--- config.mk ---
export PLATFORM = sky130hd
export DESIGN_NAME = tmr_top
export DESIGN_NICKNAME = d
export VERILOG_FILES = /design/src/tmr_prescaler.v /design/src/tmr_channel.v /design/src/tmr_top.v
export VERILOG_INCLUDE_DIRS = /design/src /design/src/src
export SDC_FILE = /design/constraint.sdc
export NUM_CORES = 1
export LEC_CHECK = 0
export BUFFER_PORTS_ARGS = -buffer_cell sky130_fd_sc_hd__buf_2
export CORE_MARGIN = 4
export CORE_UTILIZATION = 41
export DETAILED_ROUTE_END_ITERATION = 8
export HOLD_SLACK_MARGIN = 0.1
export SETUP_SLACK_MARGIN = 0.3
export SYNTH_ARGS = -nofsm -noshare
export SYNTH_HDL_FRONTEND = slang
export SYNTH_HIERARCHICAL = 1
export SYNTH_SLANG_ARGS = --single-unit
--- constraint.sdc ---
create_clock -name clk_i -period 9.19 [get_ports clk_i]
set_clock_uncertainty 0.1 [all_clocks]
set_input_delay 0.919 -clock clk_i [delete_from_list [all_inputs] [get_ports clk_i]]
set_output_delay 0.919 -clock clk_i [all_outputs]
set_load 0.01 [all_outputs]
--- src/tmr_defines.vh ---
`ifndef TMR_DEFINES_VH
`define TMR_DEFINES_VH

// ==========================================
// Register byte addresses (one aligned word each)
`define ADDR_TIMER_CTRL 12'h000
`define ADDR_COUNTER 12'h004
`define ADDR_MODULO 12'h008
`define ADDR_CH_BASE 12'h010
`define CH_STRIDE 12'h010
`define OFS_SC 12'h000
`define OFS_VH 12'h004
`define OFS_VL 12'h008

// ==========================================
// Field positions, timer control
`define TC_CLKSEL_LO 0
`define TC_CLKSEL_HI 1
`define TC_PRESCALE_LO 2
`define TC_PRESCALE_HI 4
`define TC_CENTER 5

// ==========================================
// Field positions, channel status/control
`define SC_ELS_LO 2
`define SC_ELS_HI 3
`define SC_MSA 4
`define SC_MSB 5
`define SC_FLAG 7

// ==========================================
// Reset values and constants
`define RST_TIMER_CTRL 8'h00
`define RST_MODULO 16'h0000
`define RST_SC 8'h00
`define CLKSEL_OFF 2'h0
`define CNT_FREE_TOP 16'hffff
`define CNT_FREE_PRE 16'hfffe
`define NUM_CH 2

`endif

--- src/tmr_prescaler.v ---
`timescale 1ns/1ps
// ==========================================
// Prescaler: tick every 2^div enabled clocks
module tmr_prescaler (
    input wire clk_i,
    input wire rst_i,
    input wire run_i,
    input wire [2:0] div_i,
    output wire tick_o
);
    reg [6:0] cnt_q;
    wire [6:0] top;

    assign top = (7'h01 << div_i) - 7'h01;
    assign tick_o = run_i && (cnt_q >= top);

    always @(posedge clk_i) begin
        if (rst_i || !run_i || tick_o) begin
            cnt_q <= 7'h00;
        end else begin
            cnt_q <= cnt_q + 7'h01;
        end
    end
endmodule // tmr_prescaler

--- src/tmr_channel.v ---
// The register addresses and the APB interface to the registers are this design's own decisions.
`timescale 1ns/1ps
`include "tmr_defines.vh"
// ==========================================
// One channel: status/control, coherent value path, flag, pin
module tmr_channel (
    input wire clk_i,
    input wire rst_i,
    input wire debug_active_mode_i,
    input wire center_aligned_select_i,
    input wire clk_off_i,
    input wire cnt_tick_i,
    input wire [15:0] counter_i,
    input wire [15:0] counter_modulo_i,
    input wire free_run_i,
    input wire wr_sc_i,
    input wire wr_vh_i,
    input wire wr_vl_i,
    input wire rd_sc_i,
    input wire rd_vh_i,
    input wire rd_vl_i,
    input wire [7:0] wdata_i,
    input wire pin_i,
    output wire [7:0] chan_status_ctrl_o,
    output wire [7:0] chan_value_high_o,
    output wire [7:0] chan_value_low_o,
    output reg pin_o,
    output wire pin_oe_o,
    output wire chan_event_flag_o
);
    reg [7:0] sc_q;
    reg [15:0] value_q;
    reg [7:0] buf_hi_q;
    reg [7:0] buf_lo_q;
    reg got_hi_q;
    reg got_lo_q;
    reg pend_q;
    reg [7:0] rd_lo_q;
    reg rd_latched_q;
    reg flag_armed_q;
    reg pin_d1_q;
    wire [1:0] els;
    wire input_capture;
    wire edge_aligned_pwm;
    wire center_aligned_pwm;
    wire output_compare;
    wire pair_done;
    wire apply_now;
    wire apply_evt;
    wire match;
    wire duty_edge;
    wire cap_edge;
    wire set_flag;
    wire pwm_on;

    assign els = sc_q[`SC_ELS_HI:`SC_ELS_LO];
    assign center_aligned_pwm = center_aligned_select_i;
    assign edge_aligned_pwm = !center_aligned_select_i && sc_q[`SC_MSB];
    assign input_capture = !center_aligned_select_i && !sc_q[`SC_MSB] && !sc_q[`SC_MSA];
    assign output_compare = !center_aligned_select_i && !sc_q[`SC_MSB] && sc_q[`SC_MSA];

    // Second byte completes the pair (either order)
    assign pair_done = !debug_active_mode_i && !input_capture &&
        ((wr_vh_i && got_lo_q) || (wr_vl_i && got_hi_q)); // RQ10
    assign apply_now = pair_done && clk_off_i; // RQ6
    assign apply_evt = pend_q && !clk_off_i && cnt_tick_i &&
        (output_compare || // RQ7
         (free_run_i ? (counter_i == `CNT_FREE_PRE) // RQ9
                     : (counter_i == counter_modulo_i - 16'h0001))); // RQ8

    // Channel flag on match, not at 0% or 100% duty
    assign match = (counter_i == value_q) && !input_capture;
    assign duty_edge = (edge_aligned_pwm || center_aligned_pwm) &&
        ((value_q == 16'h0000) || (value_q > counter_modulo_i));
    assign cap_edge = input_capture && (els != 2'h0) &&
        ((els[0] && pin_i && !pin_d1_q) || (els[1] && !pin_i && pin_d1_q));
    assign set_flag = (match && !duty_edge && cnt_tick_i) || cap_edge; // RQ17
    assign pwm_on = counter_i < value_q;

    always @(posedge clk_i) begin
        if (rst_i) begin
            sc_q <= `RST_SC;
            value_q <= 16'h0000;
            buf_hi_q <= 8'h00;
            buf_lo_q <= 8'h00;
            got_hi_q <= 1'b0;
            got_lo_q <= 1'b0;
            pend_q <= 1'b0;
            rd_lo_q <= 8'h00;
            rd_latched_q <= 1'b0;
            flag_armed_q <= 1'b0;
            pin_d1_q <= 1'b0;
            pin_o <= 1'b0;
        end else begin
            pin_d1_q <= pin_i;
            flag_armed_q <= rd_sc_i ? sc_q[`SC_FLAG] : (flag_armed_q && !set_flag);
            if (wr_sc_i) begin
                sc_q[6:0] <= wdata_i[6:0];
                // Clear only after read while set; new event wins
                if (set_flag) begin
                    sc_q[`SC_FLAG] <= 1'b1;
                end else if (flag_armed_q && !wdata_i[`SC_FLAG]) begin
                    sc_q[`SC_FLAG] <= 1'b0;
                end
                got_hi_q <= 1'b0; // RQ1
                got_lo_q <= 1'b0; // RQ1
                rd_latched_q <= 1'b0; // RQ1
            end else begin
                if (set_flag) begin
                    sc_q[`SC_FLAG] <= 1'b1;
                end
                if (debug_active_mode_i) begin
                    if (!input_capture && wr_vh_i) begin
                        value_q[15:8] <= wdata_i; // RQ11
                    end
                    if (!input_capture && wr_vl_i) begin
                        value_q[7:0] <= wdata_i; // RQ11
                    end
                end else if (!input_capture) begin // RQ2
                    if (wr_vh_i) begin
                        buf_hi_q <= wdata_i; // RQ5
                    end
                    if (wr_vl_i) begin
                        buf_lo_q <= wdata_i; // RQ5
                    end
                    if (pair_done) begin
                        got_hi_q <= 1'b0;
                        got_lo_q <= 1'b0;
                    end else begin
                        got_hi_q <= got_hi_q || wr_vh_i;
                        got_lo_q <= got_lo_q || wr_vl_i;
                    end
                end
                // Read coherency: high byte read freezes low byte
                if (!debug_active_mode_i) begin // RQ3
                    if (rd_vh_i) begin
                        rd_lo_q <= value_q[7:0];
                        rd_latched_q <= 1'b1;
                    end else if (rd_vl_i) begin
                        rd_latched_q <= 1'b0;
                    end
                end
            end
            if (apply_now) begin
                value_q <= wr_vh_i ? {wdata_i, buf_lo_q} : {buf_hi_q, wdata_i}; // RQ5
            end else if (apply_evt) begin
                value_q <= {buf_hi_q, buf_lo_q}; // RQ12
                pend_q <= 1'b0;
            end
            if (pair_done && !clk_off_i) begin
                pend_q <= 1'b1;
            end
            if (edge_aligned_pwm || center_aligned_pwm) begin
                pin_o <= els[1] ? pwm_on : !pwm_on;
            end else if (output_compare && match && cnt_tick_i) begin
                pin_o <= (els == 2'h1) ? !pin_o : els[0];
            end
        end
    end

    assign pin_oe_o = (els != 2'h0) && !input_capture; // RQ16
    assign chan_status_ctrl_o = sc_q;
    assign chan_value_high_o = value_q[15:8];
    assign chan_value_low_o = (rd_latched_q && !debug_active_mode_i) ?
        rd_lo_q : value_q[7:0]; // RQ4
    assign chan_event_flag_o = sc_q[`SC_FLAG];
endmodule // tmr_channel

--- src/tmr_top.v ---
`timescale 1ns/1ps
`include "tmr_defines.vh"
// Contract
// RQ1 - Control write clears partial value latches
// RQ2 - Input capture ignores value writes
// RQ3 - Debug freezes read coherency latches
// RQ4 - Debug reads return live value
// RQ5 - Buffer bytes, load pair coherently
// RQ6 - Clock off: load on second byte
// RQ7 - Compare mode: load on next tick
// RQ8 - PWM: load at modulo minus one step
// RQ9 - Free-running PWM: load at 0xfffe step
// RQ10 - Accept bytes in either order
// RQ11 - Debug writes go straight to register
// RQ12 - Debug writes keep pending pair intact
// RQ13 - Shared 16-bit counter and modulo
// RQ14 - Global center-aligned select overrides channels
// RQ15 - Center-aligned counts up and down
// RQ16 - Edge/level 0:0 releases pin
// RQ17 - Flag on match, not 0%/100%
// RQ18 - Debug-active input selects debug behaviour
module tmr_top (
    input wire clk_i,
    input wire rst_i,
    input wire psel_i,
    input wire penable_i,
    input wire pwrite_i,
    input wire [11:0] paddr_i,
    input wire [31:0] pwdata_i,
    output wire [31:0] prdata_o,
    output wire pready_o,
    output wire pslverr_o,
    input wire debug_active_mode_i,
    input wire [1:0] pin_i,
    output wire [1:0] pin_o,
    output wire [1:0] pin_oe_o,
    output wire [1:0] chan_event_flag_o
);
    reg [7:0] ctrl_q;
    reg [15:0] counter_modulo_q;
    reg [15:0] counter_q;
    reg down_q;
    reg [31:0] rdata_q;
    reg err_q;
    wire access;
    wire [1:0] counter_clock_select;
    wire clk_off;
    wire tick;
    wire free_run;
    wire [15:0] top;
    wire ch_hit [0:1];
    wire [11:0] ch_ofs [0:1];
    wire [7:0] ch_sc [0:1];
    wire [7:0] ch_vh [0:1];
    wire [7:0] ch_vl [0:1];
    reg [31:0] rd_d;
    reg err_d;

    // ==========================================
    // APB slave, zero wait states
    assign access = psel_i && penable_i;
    assign pready_o = 1'b1;
    assign pslverr_o = err_q;
    assign prdata_o = rdata_q;

    assign counter_clock_select = ctrl_q[`TC_CLKSEL_HI:`TC_CLKSEL_LO];
    assign clk_off = counter_clock_select == `CLKSEL_OFF;
    assign free_run = counter_modulo_q == 16'h0000;
    assign top = free_run ? `CNT_FREE_TOP : counter_modulo_q;

    tmr_prescaler tmr_prescaler_inst (
        .clk_i(clk_i),
        .rst_i(rst_i),
        .run_i(!clk_off),
        .div_i(ctrl_q[`TC_PRESCALE_HI:`TC_PRESCALE_LO]),
        .tick_o(tick)
    );

    // ==========================================
    // Shared counter
    always @(posedge clk_i) begin
        if (rst_i) begin
            ctrl_q <= `RST_TIMER_CTRL;
            counter_modulo_q <= `RST_MODULO;
            counter_q <= 16'h0000;
            down_q <= 1'b0;
        end else begin
            if (access && pwrite_i && paddr_i == `ADDR_TIMER_CTRL) begin
                ctrl_q <= pwdata_i[7:0];
            end
            if (access && pwrite_i && paddr_i == `ADDR_MODULO) begin
                counter_modulo_q <= pwdata_i[15:0];
            end
            if (access && pwrite_i && paddr_i == `ADDR_COUNTER) begin
                counter_q <= 16'h0000;
                down_q <= 1'b0;
            end else if (tick) begin // RQ13
                if (ctrl_q[`TC_CENTER]) begin // RQ15
                    if (!down_q && counter_q >= top) begin
                        down_q <= 1'b1;
                        counter_q <= counter_q - 16'h0001;
                    end else if (down_q && counter_q <= 16'h0001) begin
                        down_q <= 1'b0;
                        counter_q <= 16'h0000;
                    end else begin
                        counter_q <= down_q ? counter_q - 16'h0001 : counter_q + 16'h0001;
                    end
                end else begin
                    down_q <= 1'b0;
                    counter_q <= (counter_q >= top) ? 16'h0000 : counter_q + 16'h0001;
                end
            end
        end
    end

    // ==========================================
    // Channels
    genvar g;
    generate
        for (g = 0; g < `NUM_CH; g = g + 1) begin : g_ch
            localparam [31:0] BASE_W = `ADDR_CH_BASE + g * `CH_STRIDE;
            wire [11:0] base;
            assign base = BASE_W[11:0];
            assign ch_ofs[g] = paddr_i - base;
            assign ch_hit[g] = paddr_i >= base && paddr_i < base + `CH_STRIDE;
            tmr_channel tmr_channel_inst (
                .clk_i(clk_i),
                .rst_i(rst_i),
                .debug_active_mode_i(debug_active_mode_i), // RQ18
                .center_aligned_select_i(ctrl_q[`TC_CENTER]), // RQ14
                .clk_off_i(clk_off),
                .cnt_tick_i(tick),
                .counter_i(counter_q),
                .counter_modulo_i(top),
                .free_run_i(free_run),
                .wr_sc_i(access && pwrite_i && ch_hit[g] && ch_ofs[g] == `OFS_SC),
                .wr_vh_i(access && pwrite_i && ch_hit[g] && ch_ofs[g] == `OFS_VH),
                .wr_vl_i(access && pwrite_i && ch_hit[g] && ch_ofs[g] == `OFS_VL),
                .rd_sc_i(access && !pwrite_i && ch_hit[g] && ch_ofs[g] == `OFS_SC),
                .rd_vh_i(access && !pwrite_i && ch_hit[g] && ch_ofs[g] == `OFS_VH),
                .rd_vl_i(access && !pwrite_i && ch_hit[g] && ch_ofs[g] == `OFS_VL),
                .wdata_i(pwdata_i[7:0]),
                .pin_i(pin_i[g]),
                .chan_status_ctrl_o(ch_sc[g]),
                .chan_value_high_o(ch_vh[g]),
                .chan_value_low_o(ch_vl[g]),
                .pin_o(pin_o[g]),
                .pin_oe_o(pin_oe_o[g]),
                .chan_event_flag_o(chan_event_flag_o[g])
            );
        end
    endgenerate

    // ==========================================
    // Read mux, registered in setup phase
    always @* begin
        rd_d = 32'h00000000;
        err_d = 1'b0;
        if (paddr_i == `ADDR_TIMER_CTRL) begin
            rd_d = {24'h000000, ctrl_q};
        end else if (paddr_i == `ADDR_COUNTER) begin
            rd_d = {16'h0000, counter_q};
        end else if (paddr_i == `ADDR_MODULO) begin
            rd_d = {16'h0000, counter_modulo_q};
        end else if (ch_hit[0] || ch_hit[1]) begin
            if (ch_ofs[ch_hit[1]] == `OFS_SC) begin
                rd_d = {24'h000000, ch_sc[ch_hit[1]]};
            end else if (ch_ofs[ch_hit[1]] == `OFS_VH) begin
                rd_d = {24'h000000, ch_vh[ch_hit[1]]};
            end else if (ch_ofs[ch_hit[1]] == `OFS_VL) begin
                rd_d = {24'h000000, ch_vl[ch_hit[1]]};
            end else begin
                err_d = 1'b1;
            end
        end else begin
            err_d = 1'b1;
        end
    end

    always @(posedge clk_i) begin
        if (rst_i) begin
            rdata_q <= 32'h00000000;
            err_q <= 1'b0;
        end else if (psel_i && !penable_i) begin
            rdata_q <= pwrite_i ? 32'h00000000 : rd_d;
            err_q <= err_d;
        end
    end
endmodule // tmr_top

After elaboration in Yosys (flattened, before gate mapping) --
Cells that the tools add are included.
Storage, ports and cells: bits in registers 191, bits of input ports 52, word-level logic and storage cells 347
Operators by class: add/subtract/negate cells 7, magnitude comparators 12, equal/unequal tests 19, shifts and indexed selects 1, muxes and demuxes 85, bitwise gates (word level) 6, reduce and logical (&&, ||, !) cells 182
Operators by type and width (count):
- $mux W16 | 19
- $mux W8 | 19
- $logic_and A1 B1 Y1 | 90
- $eq A12 B3 Y1 const B | 4
- $eq A12 B4 Y1 const B | 4
- $eq A16 B16 Y1 | 3
- $logic_not A12 Y1 | 4
- $logic_not A16 Y1 | 3
- $mux W1 | 43
- $mux W12 | 3
- $gt A16 B16 Y1 | 2
- $lt A16 B16 Y1 | 2
- $mux W32 | 1
- $sub A16 B1 Y16 const B | 2
- $logic_not A1 Y1 | 25
- $lt A12 B6 Y1 const B | 2
- $reduce_bool A2 Y1 | 12
- $logic_or A1 B1 Y1 | 19
- $reduce_and A2 Y1 | 9
- $reduce_and A3 Y1 | 6
- $reduce_bool A3 Y1 | 6
- $add A16 B1 Y16 const B | 1
- $eq A16 B16 Y1 const B | 1
- $ge A16 B16 Y1 | 1
- other kinds (19) | 31

Logic depth before layout (Yosys ltp) --
word-level depth 15, gate-level depth with buffers 18, depth with buffers taken out 17

Modules after synthesis --
Netlist, hierarchy kept.
By module, submodules not included:
- tmr_top | times used 1, cells an instance 633, area an instance 4595.7 sq um, sequential area each 1161.1 sq um
- tmr_channel (g_ch[0].tmr_channel_inst) | times used 1, cells an instance 495, area an instance 4081.4 sq um, sequential area each 1101.1 sq um
- tmr_channel (g_ch[1].tmr_channel_inst) | times used 1, cells an instance 485, area an instance 4056.4 sq um, sequential area each 1101.1 sq um
- tmr_prescaler | times used 1, cells an instance 52, area an instance 480.5 sq um, sequential area each 140.1 sq um

Worst setup path after synthesis --
No wires, ideal clock.
path type register to register, start register counter_modulo_q[8], end register g_ch[0].tmr_channel_inst.value_q[0], setup time 115 ps, arrival 4063 ps, required time 8975 ps, setup slack 4912 ps, stages on the path, launching flop included 17, cells stage by stage dfxtp_1 > nor4_1 > nand4_1 > inv_1 > clkbuf_1 > nor2_1 > inv_1 > clkbuf_2 > nor4_4 > nand2_2 > o31a_1 > or4_1 > a2111o_1 > o41ai_4 > a21oi_2 > mux2_2 > o21a_1
On the way: cells in the longest elaborated chain, start to end 9, elaborated cells on any way between the ends 13, those cells by class 1 x add/sub; 2 x eq/ne; 4 x mux; 6 x reduce/logical
RTL lines:
- start, declared | RTL line tmr_top.v:40 | reg [15:0] counter_modulo_q;
- start signal, assigned | RTL line tmr_top.v:84 | counter_modulo_q <= `RST_MODULO;
- start signal, assigned | RTL line tmr_top.v:92 | counter_modulo_q <= pwdata_i[15:0];
- $logic_not A16 Y1 * | RTL line tmr_top.v:68 | assign free_run = counter_modulo_q == 16'h0000;
- named net free_run | RTL line tmr_top.v:49 | wire free_run;
- $mux W16 * | RTL line tmr_top.v:69 | assign top = free_run ? `CNT_FREE_TOP : counter_modulo_q;
- named net top[3] | RTL line tmr_top.v:50 | wire [15:0] top;
- $sub A16 B1 Y16 * | RTL line tmr_channel.v:69 | : (counter_i == counter_modulo_i - 16'h0001)));
- $eq A16 B16 Y1 * | RTL line tmr_channel.v:69
- $mux W1 * | RTL line tmr_channel.v:68 | (free_run_i ? (counter_i == `CNT_FREE_PRE)
- $logic_or A1 B1 Y1 * | RTL line tmr_channel.v:67 | (output_compare ||
- $logic_and A1 B1 Y1 * | RTL line tmr_channel.v:66 | assign apply_evt = pend_q && !clk_off_i && cnt_tick_i &&
- $ne A3 B3 Y1 (no source line) (tied with other cells)
- $reduce_and A3 Y1 (no source line) or $mux W16 (tied branches)
- end signal, assigned | RTL line tmr_channel.v:117 | value_q[7:0] <= wdata_i;
- end signal, assigned | RTL line tmr_channel.v:145 | value_q <= wr_vh_i ? {wdata_i, buf_lo_q} : {buf_hi_q, wdata_i};
- end signal, assigned | RTL line tmr_channel.v:147 | value_q <= {buf_hi_q, buf_lo_q};
- end, declared | RTL line tmr_channel.v:32 | reg [15:0] value_q;
Mark *: on every way through the listed nets, which the timed path passes. The rest lies on a longest branch. A chain may end at the register's enable or synchronous reset.

Worst setup path after layout --
start register counter_modulo_q[2], end register g_ch[0].tmr_channel_inst.value_q[2]
On the way: cells in the longest elaborated chain, start to end 9, elaborated cells on any way between the ends 13, those cells by class 1 x add/sub; 2 x eq/ne; 4 x mux; 6 x reduce/logical
RTL lines (RTL line):
- $logic_not A16 Y1 * | tmr_top.v:68
- $mux W16 * | tmr_top.v:69
- named net top[8] | tmr_top.v:50
- $sub A16 B1 Y16 * | tmr_channel.v:69
- $eq A16 B16 Y1 * | tmr_channel.v:69
- $mux W1 * | tmr_channel.v:68
- $logic_or A1 B1 Y1 * | tmr_channel.v:67
- $logic_and A1 B1 Y1 * | tmr_channel.v:66
- $ne A3 B3 Y1 (no source line) (tied with other cells)
- $reduce_and A3 Y1 (no source line) or $mux W16 (tied branches)
Marks and branches as above.

==> metrics.md <==
| Metric | Value |
|---|---|
| Status | `complete, no violations` |
| Final Slew Violations | `0` |
| Clock transition at path regs | `0.08 ns` |
| Count of instances resized after the clock tree is built | `0` |
| Clock tree buffer depth | `2` |
| Die area | `0.0352 mm^2` |
| Post-detailed-route DRC marker count | `0` |
| Multi-input combinational cell area | `0.00876 mm^2` |
| Detailed Place HPWL | `30,000 um` |
| Kind of end point of the critical path | `flip-flop` |
| Detailed-route vias per instance | `5.92` |
| Setup repair after global routing missed its margin | `false` |
| Fraction of final layout cells with drive strength greater than 1 | `10.3%` |
| Warning count from the yosys run | `6` |
| Worst slew slack as a fraction of its limit | `9.69%` |
| Total I/O pin count | `92` |
| Number of standard cells in the layout, taps in and fillers out | `2,079` |
| Buffers added on ports | `58` |
| Crit Path Class | `flip-flop to flip-flop` |
| Maximum net fanout on the critical path | `65` |
| Total grt overflow | `0` |
| Min-delay worst type | `flip-flop to flip-flop` |
| Seq. cell area | `0.00350 mm^2` |
| Overall die height | `188 um` |
| Most area-consuming cells after synthesis | `sky130_fd_sc_hd__dfxtp_1 27%, sky130_fd_sc_hd__ha_1 9.4%, sky130_fd_sc_hd__mux2i_1 8.5%, sky130_fd_sc_hd__nor2_1 5.6%, sky130_fd_sc_hd__a21oi_1 4.2%` |
| #FFs+latches synth | `175` |
| Area leader, netlist | `sky130_fd_sc_hd__dfxtp_1` |
| Number of placed instances with taps included | `2,047` |
| Slowest stage cell, crit path | `sky130_fd_sc_hd__nor4_1` |
| Initial antenna violation count | `0` |
| Setup Total Neg Slack | `0 ns` |
| Final Wtd Congestion | `0.902` |
| Post-synthesis sequential area ratio | `26.5%` |
| Detailed Route Iter0 Violations | `1,039` |
| Number of core rows | `65` |
| Average size of a mapped cell | `7.94 um^2` |
| Buffer cell driving the clock tree root | `sky130_fd_sc_hd__clkbuf_16` |
| Global routing usage summed across all routing layers | `23.3%` |
| Worst-path cell chain | `nor4_1 -> nand4_1 -> inv_1 -> buf_4 -> nor2_1 -> inv_1 -> nor4_1 -> nand3_1 -> o31a_1 -> or4_1 -> a2111o_1 -> o41ai_4 -> a21oi_1 -> a21oi_1 -> o21a_1` |
| Post CTS Setup Buffer Count | `0` |
| Critical path capture point | `g_ch[0].tmr_channel_inst/value_q[2]` |
| Final setup violating endpoints | `0` |
| Top cell type's share of synthesized area | `26.5%` |
| Min-delay src | `prdata_o[2]` |
| Vias in the first global route | `11,700` |
| Maximum vdd drop | `0.000124 V` |
| Startpoint type of the worst setup path | `flip-flop` |
| Crit path arrival time | `5.59 ns` |
| Average routed wire per standard cell | `20.1 um` |
| Via count of the routed design | `12,300` |
| Power per Cell Area | `111 mW/mm^2` |
| Gate Count Post-Synth | `1,665` |
| Worst R2R Path Depth | `15` |
| RR Endpoint | `g_ch[0].tmr_channel_inst/value_q[2]` |
| Wire length of the first global-routing pass | `65,800 um` |
| Final period demand of the worst path | `5.29 ns` |
| Number of CTS-inserted buffers | `17` |
| Clock tree from TritonCTS | `done` |
| Post-layout nets | `1,815` |
| Crit path launch | `counter_modulo_q[2]` |
| Commonest register cell after synthesis | `sky130_fd_sc_hd__dfxtp_1` |
| Worst R2R Start | `counter_modulo_q[2]` |
| Synth unique cells | `95` |
| Core area | `0.0316 mm^2` |
| Number of optimization iterations in the first detailed-route pass | `8` |
| Final hold violation count | `0` |
| H-tree depth reported by CTS | `4` |
| Worst-Skew Late Latency | `0.46 ns` |
| Slack of the worst reg-to-reg path | `3.90 ns` |
| Count of max-cap constraint violations | `0` |
| Horiz. Die Dim | `188 um` |
| Number of hold buffers added after CTS | `0` |
| Mapped cell area | `0.0132 mm^2` |
| Count of flip-flops with a built-in enable after synthesis | `0` |
| Data required time of the worst path | `9.50 ns` |
| Antenna violation net count after detailed routing | `0` |
| Delay of the slowest cell on the worst path | `0.59 ns` |
| WL final | `41,800 um` |
| Fillers | `3,222` |
| CTS sink cnt | `175` |
| Area Overhead vs Synth | `7.65%` |
| Reported leakage power | `5.64 nW` |
| Worst slew pin tran | `1.34 ns` |
| Pin count of the biggest net entering global routing | `78` |
| Post-route clock period utilization | `57.5%` |
| Share of flip-flops with an asynchronous set or reset after synthesis | `0%` |
| Maximum achievable frequency | `0.189 GHz` |
| Initial Utilization | `41.8%` |
| ANT cells | `0` |
==> placed cells by master (no fill, tap or decap), types with 16 or more instances in the layout <==
cell,instances
sky130_fd_sc_hd__nor4_1,43
sky130_fd_sc_hd__nor2b_1,23
sky130_fd_sc_hd__nand3_1,34
sky130_fd_sc_hd__nand2b_1,17
sky130_fd_sc_hd__conb_1,17
sky130_fd_sc_hd__clkbuf_16,17
sky130_fd_sc_hd__nor2_1,196
sky130_fd_sc_hd__buf_4,24
sky130_fd_sc_hd__nand2_1,123
sky130_fd_sc_hd__xor2_1,17
sky130_fd_sc_hd__o22ai_1,16
sky130_fd_sc_hd__a21o_1,16
sky130_fd_sc_hd__a21oi_1,109
sky130_fd_sc_hd__a211oi_1,33
sky130_fd_sc_hd__xnor2_1,21
sky130_fd_sc_hd__o21a_1,25
sky130_fd_sc_hd__mux2i_1,112
sky130_fd_sc_hd__nand4_1,26
sky130_fd_sc_hd__dfxtp_1,175
sky130_fd_sc_hd__o21ai_0,57
sky130_fd_sc_hd__nor3_1,41
sky130_fd_sc_hd__ha_1,99
sky130_fd_sc_hd__buf_2,57
sky130_fd_sc_hd__inv_1,106
sky130_fd_sc_hd__or3_1,17
sky130_fd_sc_hd__and3_1,24
==> routing by layer <==
metal  up-vias  track usage, %  part of all wire (%)
li1       5995               -                     -
met1      5866            30.8                    45
met2       385            38.7                    47
met3        69            3.46                   5.3
met4         0            8.61                   3.0
met5         -               0                     0
==> where the power goes <==
| part | internal, mW | switching (mW) | leakage, nW |
|---|---|---|---|
| sequential | 0.759 | 0.000469 | 1.41 |
| clock | 0.385 | 0.358 | 0.282 |
| combinational | 0.0205 | 0.0539 | 3.95 |
| total | 1.16 | 0.413 | 5.64 |
==> worst min path at each step <==
stage / end / slack, ns / depth (start not counted)
global route: prdata_o[3] / 0.41 / 2
detailed placement: prdata_o[7] / 0.36 / 2
finish: prdata_o[2] / 0.37 / 2
global placement: prdata_o[2] / 0.35 / 2
CTS: prdata_o[7] / 0.37 / 2
floorplan: tmr_prescaler_inst/cnt_q[0] / 0.34 / 1
==> cell usage after synthesis (all sizes together), types with 23 or more instances <==
| master | count |
|---|---|
| nor4 | 47 |
| a211oi | 33 |
| nand3 | 38 |
| nand2 | 124 |
| clkbuf | 58 |
| nor3 | 43 |
| and3 | 25 |
| o21ai | 59 |
| nor2b | 23 |
| nor2 | 200 |
| buf | 58 |
| ha | 99 |
| a21oi | 114 |
| nand4 | 26 |
| dfxtp | 175 |
| o21a | 25 |
| inv | 106 |
| mux2i | 112 |
==> registers in the layout, summed over array words and instances (netlist names), 7 cells and up <==
| signal | count |
|---|---|
| counter_modulo_q | 16 |
| tmr_prescaler_inst/cnt_q | 7 |
| g_ch.tmr_channel_inst/buf_hi_q | 16 |
| g_ch.tmr_channel_inst/buf_lo_q | 16 |
| g_ch.tmr_channel_inst/chan_status_ctrl_o | 16 |
| prdata_o | 16 |
| ctrl_q | 8 |
| g_ch.tmr_channel_inst/rd_lo_q | 16 |
| counter_q | 16 |
| g_ch.tmr_channel_inst/value_q | 32 |
==> per-stage QoR <==
stage / hold slack (ns) / util [%] / total power [mW] / worst slack (ns) / area [um^2]
global route: 0.414 / 45.0 / 1.62 / 3.45 / 14200
floorplan: 0.341 / - / 0.821 / 4.91 / 13300
global placement: 0.353 / 43.1 / 0.850 / 3.99 / 13600
CTS: 0.374 / 45.0 / 1.59 / 3.92 / 14200
finish: 0.369 / 45.0 / 1.58 / 3.90 / 14200
detailed placement: 0.357 / 43.1 / 0.851 / 3.94 / 13600
==> logic make-up (layout without fill, tap and decap cells) <==
kind of cell	count (synthesis)	in the layout	share of synthesized area, %
compound gates	378	378	19.6
xor+xnor	39	39	2.69
fa+ha+maj	99	99	9.37
buf+inv	222	219	7.77
flops	175	175	26.5
mux	122	122	9.34
other cells	2	17	0.0568
simple gates	628	628	24.6
==> critical path: cells and delay by family, from the launching register on <==
family                 cells  cell delay (ns)
AO/OA/AOI/OAI              6             2.23
buffers and inverters      3             0.63
flip-flops                 1             0.42
AND/OR/NAND/NOR            6             1.85
==> cell type report <==
type | instances | share of cell area (%)
Multi-Input combinational cell | 1283 | 61.6
Inverter | 106 | 2.80
Sequential cell | 175 | 24.6
Tap cell | 402 | 3.54
Clock buffer | 17 | 2.99
Clock inverter | 15 | 1.18
Timing Repair Buffer | 81 | 3.27
No activity file was read; power rests on OpenSTA's default activity.
